==> src/rtl/ccd_defines.vh <==
// Purpose: Constants for the channel clock divider block
// Assumes: APB byte addresses are four times the register index
// Notes: Register indices kept as printed; byte address = index * 4
`ifndef CCD_DEFINES_VH
`define CCD_DEFINES_VH
// Register indices
`define CCD_IDX_D0_CNT 12'h190
`define CCD_IDX_D0_BYP 12'h191
`define CCD_IDX_D0_FIX 12'h192
`define CCD_IDX_D1_CNT 12'h196
`define CCD_IDX_D1_BYP 12'h197
`define CCD_IDX_D1_FIX 12'h198
`define CCD_IDX_D2_CNT1 12'h199
`define CCD_IDX_D2_CNT2 12'h19b
`define CCD_IDX_D2_BYP 12'h19c
`define CCD_IDX_D2_FIX 12'h19d
`define CCD_IDX_D3_CNT1 12'h19e
`define CCD_IDX_D3_CNT2 12'h1a0
`define CCD_IDX_D3_BYP 12'h1a1
`define CCD_IDX_D3_FIX 12'h1a2
`define CCD_IDX_VCO_DIV 12'h1e0
`define CCD_IDX_SYNC 12'h1e2
// Field positions
`define CCD_BIT_BYPASS 7
`define CCD_BIT_START_HIGH 4
`define CCD_BIT_FIX_DIS 0
`define CCD_BIT_DIRECT 1
`define CCD_BIT_BYP_S1 4
`define CCD_BIT_BYP_S2 5
`define CCD_BIT_B_EN 6
`define CCD_BIT_SYNC 0
// Reset values
`define CCD_RST_CNT 8'h00
`define CCD_RST_BYP 8'h00
`define CCD_RST_FIX 8'h00
`define CCD_RST_VCO 8'h00
// Delay code threshold
`define CCD_PHASE_SPLIT 5'h10
`endif

==> src/rtl/ccd_top.v <==
// Purpose: Channel clock dividers 0..3 behind an APB register slave
// Assumes: clk is 125 MHz; divider input is a pulse train derived from clk
// Notes: Register index * 4 is the APB byte address
//
// Design decision made here: the APB interface to the registers.
`timescale 1ns/1ns
`default_nettype none
`include "ccd_defines.vh"
module ccd_top #(
  parameter ADDR_W = 14
) (
  input wire clk,
  input wire rstn,
  input wire psel,
  input wire penable,
  input wire pwrite,
  input wire [ADDR_W-1:0] paddr,
  input wire [31:0] pwdata,
  output wire pready,
  output wire pslverr,
  output reg [31:0] prdata,
  input wire ext_clk_in,
  input wire src_is_vco,
  input wire vco_div_used,
  output wire [3:0] ch_out,
  output wire [1:0] ch_b_out
);
  //----------------------------------------------------------
  // Register file
  //----------------------------------------------------------
  reg [7:0] d0_cnt_r, d0_byp_r, d0_fix_r;
  reg [7:0] d1_cnt_r, d1_byp_r, d1_fix_r;
  reg [7:0] d2_cnt1_r, d2_cnt2_r, d2_byp_r, d2_fix_r;
  reg [7:0] d3_cnt1_r, d3_cnt2_r, d3_byp_r, d3_fix_r;
  reg [7:0] vco_r;
  reg sync_r;
  reg ext_m_r, ext_s_r, ext_d_r;
  reg [2:0] vdiv_cnt_r;
  reg vdiv_lvl_r;
  reg vdiv_tick_r;
  wire [11:0] idx;
  wire wr_en;
  wire rd_en;
  wire hit;
  wire [2:0] vco_ratio;
  wire src_tick;
  wire src_level;
  wire tick;
  wire in_level;
  wire [5:0] st_level;
  wire [5:0] st_tick;
  reg [7:0] rd_byte;
  // Word index from byte address
  assign idx = paddr[13:2];
  assign wr_en = psel & penable & pwrite;
  assign rd_en = psel & ~penable & ~pwrite;
  assign pready = 1'b1;
  assign pslverr = psel & penable & ~hit;
  // Decode valid offsets
  function is_mapped;
    input [11:0] i;
    begin
      case (i)
        `CCD_IDX_D0_CNT, `CCD_IDX_D0_BYP, `CCD_IDX_D0_FIX,
        `CCD_IDX_D1_CNT, `CCD_IDX_D1_BYP, `CCD_IDX_D1_FIX,
        `CCD_IDX_D2_CNT1, `CCD_IDX_D2_CNT2, `CCD_IDX_D2_BYP, `CCD_IDX_D2_FIX,
        `CCD_IDX_D3_CNT1, `CCD_IDX_D3_CNT2, `CCD_IDX_D3_BYP, `CCD_IDX_D3_FIX,
        `CCD_IDX_VCO_DIV, `CCD_IDX_SYNC: is_mapped = 1'b1;
        default: is_mapped = 1'b0;
      endcase
    end
  endfunction
  assign hit = is_mapped(idx);
  // Register writes; sync is a one-cycle pulse
  always @(posedge clk) begin
    if (!rstn) begin
      d0_cnt_r <= `CCD_RST_CNT;
      d0_byp_r <= `CCD_RST_BYP;
      d0_fix_r <= `CCD_RST_FIX;
      d1_cnt_r <= `CCD_RST_CNT;
      d1_byp_r <= `CCD_RST_BYP;
      d1_fix_r <= `CCD_RST_FIX;
      d2_cnt1_r <= `CCD_RST_CNT;
      d2_cnt2_r <= `CCD_RST_CNT;
      d2_byp_r <= `CCD_RST_BYP;
      d2_fix_r <= `CCD_RST_FIX;
      d3_cnt1_r <= `CCD_RST_CNT;
      d3_cnt2_r <= `CCD_RST_CNT;
      d3_byp_r <= `CCD_RST_BYP;
      d3_fix_r <= `CCD_RST_FIX;
      vco_r <= `CCD_RST_VCO;
      sync_r <= 1'b0;
    end else begin
      sync_r <= wr_en & (idx == `CCD_IDX_SYNC) & pwdata[`CCD_BIT_SYNC];
      if (wr_en) begin
        case (idx)
          `CCD_IDX_D0_CNT: d0_cnt_r <= pwdata[7:0];
          `CCD_IDX_D0_BYP: d0_byp_r <= pwdata[7:0];
          `CCD_IDX_D0_FIX: d0_fix_r <= pwdata[7:0];
          `CCD_IDX_D1_CNT: d1_cnt_r <= pwdata[7:0];
          `CCD_IDX_D1_BYP: d1_byp_r <= pwdata[7:0];
          `CCD_IDX_D1_FIX: d1_fix_r <= pwdata[7:0];
          `CCD_IDX_D2_CNT1: d2_cnt1_r <= pwdata[7:0];
          `CCD_IDX_D2_CNT2: d2_cnt2_r <= pwdata[7:0];
          `CCD_IDX_D2_BYP: d2_byp_r <= pwdata[7:0];
          `CCD_IDX_D2_FIX: d2_fix_r <= pwdata[7:0];
          `CCD_IDX_D3_CNT1: d3_cnt1_r <= pwdata[7:0];
          `CCD_IDX_D3_CNT2: d3_cnt2_r <= pwdata[7:0];
          `CCD_IDX_D3_BYP: d3_byp_r <= pwdata[7:0];
          `CCD_IDX_D3_FIX: d3_fix_r <= pwdata[7:0];
          `CCD_IDX_VCO_DIV: vco_r <= {5'h00, pwdata[2:0]};
          default: ;
        endcase
      end
    end
  end
  // Read mux
  always @* begin
    case (idx)
      `CCD_IDX_D0_CNT: rd_byte = d0_cnt_r;
      `CCD_IDX_D0_BYP: rd_byte = d0_byp_r;
      `CCD_IDX_D0_FIX: rd_byte = d0_fix_r;
      `CCD_IDX_D1_CNT: rd_byte = d1_cnt_r;
      `CCD_IDX_D1_BYP: rd_byte = d1_byp_r;
      `CCD_IDX_D1_FIX: rd_byte = d1_fix_r;
      `CCD_IDX_D2_CNT1: rd_byte = d2_cnt1_r;
      `CCD_IDX_D2_CNT2: rd_byte = d2_cnt2_r;
      `CCD_IDX_D2_BYP: rd_byte = d2_byp_r;
      `CCD_IDX_D2_FIX: rd_byte = d2_fix_r;
      `CCD_IDX_D3_CNT1: rd_byte = d3_cnt1_r;
      `CCD_IDX_D3_CNT2: rd_byte = d3_cnt2_r;
      `CCD_IDX_D3_BYP: rd_byte = d3_byp_r;
      `CCD_IDX_D3_FIX: rd_byte = d3_fix_r;
      `CCD_IDX_VCO_DIV: rd_byte = vco_r;
      `CCD_IDX_SYNC: rd_byte = {2'h0, st_level};
      default: rd_byte = 8'h00;
    endcase
  end
  // Read data registered in setup phase, valid in access phase
  always @(posedge clk) begin
    if (!rstn) begin
      prdata <= 32'h00000000;
    end else if (rd_en) begin
      prdata <= {24'h000000, rd_byte};
    end
  end
  //----------------------------------------------------------
  // Divider input source
  //----------------------------------------------------------
  // External clock passes two flip-flops before use
  always @(posedge clk) begin
    if (!rstn) begin
      ext_m_r <= 1'b0;
      ext_s_r <= 1'b0;
      ext_d_r <= 1'b0;
    end else begin
      ext_m_r <= ext_clk_in;
      ext_s_r <= ext_m_r;
      ext_d_r <= ext_s_r;
    end
  end
  // Ratio clamped to 2..6
  assign vco_ratio = (vco_r[2:0] < 3'h2) ? 3'h2 : (vco_r[2:0] > 3'h6) ? 3'h6 : vco_r[2:0];
  // Pre-divider: source is ext edge or free clk when VCO selected
  assign src_tick = src_is_vco ? 1'b1 : (ext_s_r & ~ext_d_r);
  assign src_level = src_is_vco ? 1'b1 : ext_s_r;
  always @(posedge clk) begin
    if (!rstn) begin
      vdiv_cnt_r <= 3'h0;
      vdiv_lvl_r <= 1'b0;
      vdiv_tick_r <= 1'b0;
    end else begin
      vdiv_tick_r <= 1'b0;
      if (src_tick) begin
        if (vdiv_cnt_r >= vco_ratio - 3'h1) begin
          vdiv_cnt_r <= 3'h0;
          vdiv_tick_r <= 1'b1;
        end else begin
          vdiv_cnt_r <= vdiv_cnt_r + 3'h1;
        end
        vdiv_lvl_r <= (vdiv_cnt_r < {1'b0, vco_ratio[2:1]}) ? 1'b0 : 1'b1;
      end
    end
  end
  // Routed clock feeding every channel divider
  assign tick = vco_div_used ? vdiv_tick_r : src_tick;
  assign in_level = vco_div_used ? vdiv_lvl_r : src_level;
  //----------------------------------------------------------
  // Channel dividers
  //----------------------------------------------------------
  // Stage 0: ch0, 1: ch1, 2/3: ch2 cascade, 4/5: ch3 cascade
  ccd_stage u_s0 (.clk(clk), .rstn(rstn), .tick(tick), .sync(sync_r),
    .low_cnt(d0_cnt_r[7:4]), .high_cnt(d0_cnt_r[3:0]), .bypass(d0_byp_r[`CCD_BIT_BYPASS]),
    .fix_dis(d0_fix_r[`CCD_BIT_FIX_DIS]), .start_high(d0_byp_r[`CCD_BIT_START_HIGH]),
    .phase_delay_field(d0_byp_r[3:0]), .in_level(in_level),
    .out_level(st_level[0]), .out_tick(st_tick[0]));
  ccd_stage u_s1 (.clk(clk), .rstn(rstn), .tick(tick), .sync(sync_r),
    .low_cnt(d1_cnt_r[7:4]), .high_cnt(d1_cnt_r[3:0]), .bypass(d1_byp_r[`CCD_BIT_BYPASS]),
    .fix_dis(d1_fix_r[`CCD_BIT_FIX_DIS]), .start_high(d1_byp_r[`CCD_BIT_START_HIGH]),
    .phase_delay_field(d1_byp_r[3:0]), .in_level(in_level),
    .out_level(st_level[1]), .out_tick(st_tick[1]));
  ccd_stage u_s2 (.clk(clk), .rstn(rstn), .tick(tick), .sync(sync_r),
    .low_cnt(d2_cnt1_r[7:4]), .high_cnt(d2_cnt1_r[3:0]), .bypass(d2_byp_r[`CCD_BIT_BYP_S1]),
    .fix_dis(d2_fix_r[`CCD_BIT_FIX_DIS]), .start_high(1'b0), .phase_delay_field(4'h0),
    .in_level(in_level), .out_level(st_level[2]), .out_tick(st_tick[2]));
  // Second stage counts first stage output edges
  ccd_stage u_s3 (.clk(clk), .rstn(rstn), .tick(st_tick[2]), .sync(sync_r),
    .low_cnt(d2_cnt2_r[7:4]), .high_cnt(d2_cnt2_r[3:0]), .bypass(d2_byp_r[`CCD_BIT_BYP_S2]),
    .fix_dis(d2_fix_r[`CCD_BIT_FIX_DIS]), .start_high(1'b0), .phase_delay_field(4'h0),
    .in_level(st_level[2]), .out_level(st_level[3]), .out_tick());
  ccd_stage u_s4 (.clk(clk), .rstn(rstn), .tick(tick), .sync(sync_r),
    .low_cnt(d3_cnt1_r[7:4]), .high_cnt(d3_cnt1_r[3:0]), .bypass(d3_byp_r[`CCD_BIT_BYP_S1]),
    .fix_dis(d3_fix_r[`CCD_BIT_FIX_DIS]), .start_high(1'b0), .phase_delay_field(4'h0),
    .in_level(in_level), .out_level(st_level[4]), .out_tick(st_tick[4]));
  ccd_stage u_s5 (.clk(clk), .rstn(rstn), .tick(st_tick[4]), .sync(sync_r),
    .low_cnt(d3_cnt2_r[7:4]), .high_cnt(d3_cnt2_r[3:0]), .bypass(d3_byp_r[`CCD_BIT_BYP_S2]),
    .fix_dis(d3_fix_r[`CCD_BIT_FIX_DIS]), .start_high(1'b0), .phase_delay_field(4'h0),
    .in_level(st_level[4]), .out_level(st_level[5]), .out_tick());
  // Channel outputs; direct route passes the routed input level
  assign ch_out[0] = d0_fix_r[`CCD_BIT_DIRECT] ? in_level : st_level[0];
  assign ch_out[1] = d1_fix_r[`CCD_BIT_DIRECT] ? in_level : st_level[1];
  assign ch_out[2] = st_level[3];
  assign ch_out[3] = st_level[5];
  // B outputs gated off until enabled
  assign ch_b_out[0] = d2_byp_r[`CCD_BIT_B_EN] & st_level[3];
  assign ch_b_out[1] = d3_byp_r[`CCD_BIT_B_EN] & st_level[5];
endmodule
`default_nettype wire

==> src/rtl/ccd_stage.v <==
// Purpose: One divide-by-1..32 stage with coarse phase delay; its duty fix flag reaches no output
// Assumes: Runs on the divider input enable of the system clock
// Notes: Output is a registered level plus a one-cycle tick flag
`timescale 1ns/1ns
`default_nettype none
`include "ccd_defines.vh"
module ccd_stage (
  input wire clk,
  input wire rstn,
  input wire tick,
  input wire sync,
  input wire [3:0] low_cnt,
  input wire [3:0] high_cnt,
  input wire bypass,
  input wire fix_dis,
  input wire start_high,
  input wire [3:0] phase_delay_field,
  input wire in_level,
  output reg out_level,
  output reg out_tick
);
  localparam ST_RUN = 2'h0;
  localparam ST_WAIT = 2'h1;
  reg [1:0] state_r;
  reg [4:0] cnt_r;
  reg [4:0] wait_r;
  reg [3:0] lat_low_r;
  reg [3:0] lat_high_r;
  reg half_r;
  reg neg_r;
  wire [4:0] code;
  wire [4:0] delay;
  wire fix_on;
  wire odd_fix;
  // Delay code: start-high weighted 16, field weights 8..1
  assign code = {start_high, phase_delay_field};
  assign delay = (code < `CCD_PHASE_SPLIT) ? code :
                 (code - `CCD_PHASE_SPLIT + {1'b0, low_cnt} + 5'h01);
  assign fix_on = ~fix_dis;
  assign odd_fix = fix_on & (lat_low_r == lat_high_r + 4'h1);
  // Counter, phase wait and output level
  always @(posedge clk) begin
    out_tick <= 1'b0;
    if (!rstn) begin
      state_r <= ST_RUN;
      cnt_r <= 5'h00;
      wait_r <= 5'h00;
      lat_low_r <= 4'h0;
      lat_high_r <= 4'h0;
      out_level <= 1'b0;
      half_r <= 1'b0;
    end else if (sync) begin
      // All counters restart together; new phase only here
      state_r <= (delay == 5'h00) ? ST_RUN : ST_WAIT;
      wait_r <= delay;
      cnt_r <= 5'h00;
      lat_low_r <= low_cnt;
      lat_high_r <= high_cnt;
      out_level <= 1'b0;
      half_r <= 1'b0;
    end else if (bypass) begin
      out_level <= in_level;
      out_tick <= tick;
    end else if (tick) begin
      case (state_r)
        ST_WAIT: begin
          wait_r <= wait_r - 5'h01;
          if (wait_r == 5'h01) begin
            state_r <= ST_RUN;
          end
        end
        ST_RUN: begin
          if (cnt_r == 5'h00) begin
            out_level <= 1'b1;
            out_tick <= 1'b1;
            half_r <= 1'b0;
          end
          // High for high+1, low for low+1 cycles
          if (cnt_r == {1'b0, lat_high_r} + 5'h01) begin
            out_level <= 1'b0;
            half_r <= odd_fix;
          end
          if (cnt_r == {1'b0, lat_high_r} + {1'b0, lat_low_r} + 5'h01) begin
            cnt_r <= 5'h00;
          end else begin
            cnt_r <= cnt_r + 5'h01;
          end
        end
        default: state_r <= ST_RUN;
      endcase
    end
  end
  // Half-cycle flag sampled with the input level on the rising clock edge; neg_r feeds no output
  always @(posedge clk) begin
    if (!rstn) begin
      neg_r <= 1'b0;
    end else begin
      neg_r <= half_r & in_level;
    end
  end
endmodule
`default_nettype wire

==> config.mk <==
export PLATFORM = sky130hd
export DESIGN_NAME = ccd_top
export DESIGN_NICKNAME = d
export VERILOG_FILES = /design/src/rtl/ccd_top.v /design/src/rtl/ccd_stage.v
export VERILOG_INCLUDE_DIRS = /design/src /design/src/rtl
export SDC_FILE = /design/constraint.sdc
export NUM_CORES = 1
export LEC_CHECK = 0
export ABC_AREA = 1
export BUFFER_PORTS_ARGS = -buffer_cell sky130_fd_sc_hd__buf_4
export CORE_UTILIZATION = 40
export DETAILED_ROUTE_END_ITERATION = 12
export RECOVER_POWER = 50
export SLEW_MARGIN = 30
export SYNTH_ARGS = -nofsm -noshare
export SYNTH_HDL_FRONTEND = slang
export SYNTH_SLANG_ARGS = --single-unit
==> constraint.sdc <==
create_clock -name clk -period 2.31 [get_ports clk]
set_clock_uncertainty 0.15 [all_clocks]
set_input_delay 0.3465 -clock clk [delete_from_list [all_inputs] [get_ports clk]]
set_output_delay 0.3465 -clock clk [all_outputs]
set_load 0.02 [all_outputs]
==> results_dict.tcl <==
set metrics [dict create \
    outcome "complete, but fails checks" \
    failed_checks "DRC" \
    grt_start_max_net_pins 160 \
    grt_pass1_wl_um 56800 \
    whs_ps 33.29 \
    nets 1935 \
    clock_latency_ps 540 \
    place_congestion 0.9085 \
    cts_tree "yes" \
    cp-end-kind "register" \
    r2r-start "u_s1.lat_high_r[0]$_SDFFE_PN0P_" \
    cts.htree.levels 1 \
    final_cell_mix "nand2_1 (248), dfxtp_1 (225), o21ai_0 (189), a21oi_1 (170), nor2_1 (163)" \
    drv_cap 0 \
    instances_no_fill 2229 \
    drtIter0Drc 920 \
    grt.total_usage_pct 22.65 \
    synth_edf_count 0 \
    drc 12 \
    timing_worst_setup_path_type "register to register" \
    die_width_um 179.3 \
    antenna_found_initial 0 \
    synth-simple-area-share_pct 24.06 \
    syn_inst 1737 \
    synthAdderAreaFrac_pct 7.245 \
    min_period_over_period_pct 96.80 \
    place_area_um2 13630 \
    p_total_mw 9.162 \
    cts_buffers 27 \
    start_kind "register" \
    hold_depth 4 \
    setup_slack_ps 73.97 \
    r2r_setup_slack_ps 70 \
    pin_count 94 \
    final_common_cell "nand2_1" \
    grt_pass1_vias 10680 \
    initial_core_util_pct 40.89 \
    fmax_mhz 447.2 \
    drtPass1Iterations 10 \
    viasPerCell 5.241 \
    synth_top_family_by_area "simple AND/OR/NAND/NOR gates" \
    ys_warn_count 0 \
    hold_path.class "input pin to register" \
    r2r_cells 11 \
    synthArstFlopShare_pct 0 \
    grt_overflow_total 0 \
    dpl_worst_slack_ps 34.99 \
    arrival_ps 2540 \
    synthMuxAreaShare_pct 0.07961 \
    finalSetupTns_ps 0 \
    postLayoutCellArea_um2 14490 \
    worstPathMaxFanout 5 \
    fin_crit_ps 2236 \
    synth_xor_area_share_pct 6.200 \
    synth_seq_cells 230 \
    ant_nets 0 \
    numPortBuffers 42 \
    p_leak_nw 6.219 \
    cp_data_required_time_ps 2620 \
    syn_area_um2 12570 \
    core_um2 30750 \
    syn_to_final_growth_pct 15.26 \
    final-hold-violation-count 0 \
    wl_per_cell_um 16.18 \
    setup_viol 0 \
    power_density_nw_per_um2 632.2 \
    ys_seq_area_share_pct 36.62 \
    chipHeight_um 179.3 \
    cts_sinks 230 \
    vias 11680 \
    place_hpwl_um 25900 \
    r2r-end "u_s1.cnt_r[2]$_SDFFE_PP0P_" \
    cts-root-buf "clkbuf_16" \
    ys_types 37 \
    final_util_pct 47.13 \
    maxSlewHeadroom_pct 31.55 \
    dieArea_um2 32150 \
    placementRows 64 \
    synth_top_flop_cell "dfxtp_1" \
    clk_pin_slew_ps 60 \
    worst_slew_pin_slew_ps 1023 \
    worstHoldStart "paddr[6]" \
    layout-drive-gt1-share_pct 10.53 \
    synth-compound-area-share_pct 16.63 \
    num_antenna_cells 0 \
    cts_max_path_buffers 3 \
    ir_drop_mv 0.4582 \
    holdPathEnd "sync_r$_SDFF_PN0_" \
    drt-total-wl_um 36070 \
    placed_cells 2168 \
    avgSynthCellArea_um2 7.239 \
    slew_violations 0 \
]
sequential cells by signal (all words and copies together) (netlist names), 8 cells and up:
name	count
d0_byp_r	8
d0_cnt_r	8
d0_fix_r	8
d1_byp_r	8
d1_cnt_r	8
d1_fix_r	8
d2_byp_r	8
d2_cnt1_r	8
d2_cnt2_r	8
d2_fix_r	8
d3_byp_r	8
d3_cnt1_r	8
d3_cnt2_r	8
d3_fix_r	8
prdata	8
report_power, final:
group,switching [mW],internal (mW)
clock network,1.73,2.55
registers,0.0860,4.02
logic,0.506,0.259
cells by family (layout without fill, tap and decap cells):
| group | after synthesis | in the layout |
|---|---|---|
| buffers and inverters | 270 | 342 |
| muxes | 1 | 1 |
| xor gates and xnor gates | 89 | 89 |
| and+or+nand+nor | 672 | 673 |
| adders and majority gates | 68 | 68 |
| DFF | 230 | 230 |
| AOI/OAI and AO/OA | 405 | 405 |
| other | 2 | 25 |
layer usage:
| layer | GRT usage [%] | up-vias | wire length (um) | part of all wire [%] |
|---|---|---|---|---|
| met5 | 0 | - | 0 | 0 |
| met4 | 8.824 | 0 | 1254 | 3.5 |
| met3 | 2.884 | 67 | 2139 | 5.9 |
| met2 | 35.29 | 341 | 15880 | 44 |
| met1 | 31.55 | 5347 | 16800 | 47 |
| li1 | - | 5927 | - | - |
synthesized netlist by cell type, types with 8 or more instances:
master	number	area [um^2]
ha_1	60	750.7
xor2_1	51	446.7
clkinv_1	8	30.03
a21oi_1	170	850.8
nand2_1	250	938.4
nand4_1	49	306.5
nand3_1	157	785.8
a211oi_1	11	82.58
dfxtp_1	230	4604
nor2_2	22	137.6
o21ai_1	11	55.05
buf_4	31	232.7
xnor2_1	38	332.8
fa_1	8	160.2
buf_2	12	60.06
nor3_1	14	70.07
o21ai_0	193	965.9
inv_1	162	608.1
clkbuf_1	52	195.2
nor2_1	157	589.3
how the worst max path moves through the flow:
stage,startpoint,endpoint,cells past startpoint
after global routing,u_s1.lat_high_r[0]$_SDFFE_PN0P_,u_s1.cnt_r[2]$_SDFFE_PP0P_,11
final,u_s1.lat_high_r[0]$_SDFFE_PN0P_,u_s1.cnt_r[2]$_SDFFE_PP0P_,11
after detailed placement,paddr[13],pslverr,10
after CTS,src_is_vco,ch_out[0],8
after floorplan,u_s4.lat_high_r[0]$_SDFFE_PN0P_,u_s4.cnt_r[0]$_SDFFE_PP0P_,9
after global placement,paddr[13],pslverr,10
critical path: stages (launching register included):
cell and delay (ps):
dfxtp_1 330, inv_1 110, ha_1 150, inv_1 50
fa_1 400, xor2_1 190, or2_2 280, nand3_1 70
nor2_1 40, nand3_1 60, nand2_1 130, nor3b_2 190
cell type report:
| cell class | count | area, um^2 |
|---|---|---|
| Fill cell | 3130 | 16260 |
| Multi-Input combinational cell | 1261 | 6965 |
| Sequential cell | 230 | 4611 |
| Timing Repair Buffer | 120 | 888.4 |
| Clock buffer | 36 | 729.5 |
| Inverter | 173 | 649.4 |
| Tap cell | 396 | 495.5 |
| Clock inverter | 13 | 153.9 |
repair_timing:
| action | 4_1_cts | 5_1_grt |
|---|---|---|
| gates resized for setup | 0 | 31 |
| endpoints found under the setup margin | 0 | 31 |
| setup buffers | 0 | 8 |
| endpoints found under the hold margin | 3 | 0 |
| hold buffers | 3 | 0 |
No activity file was read; power rests on OpenSTA's default activity.
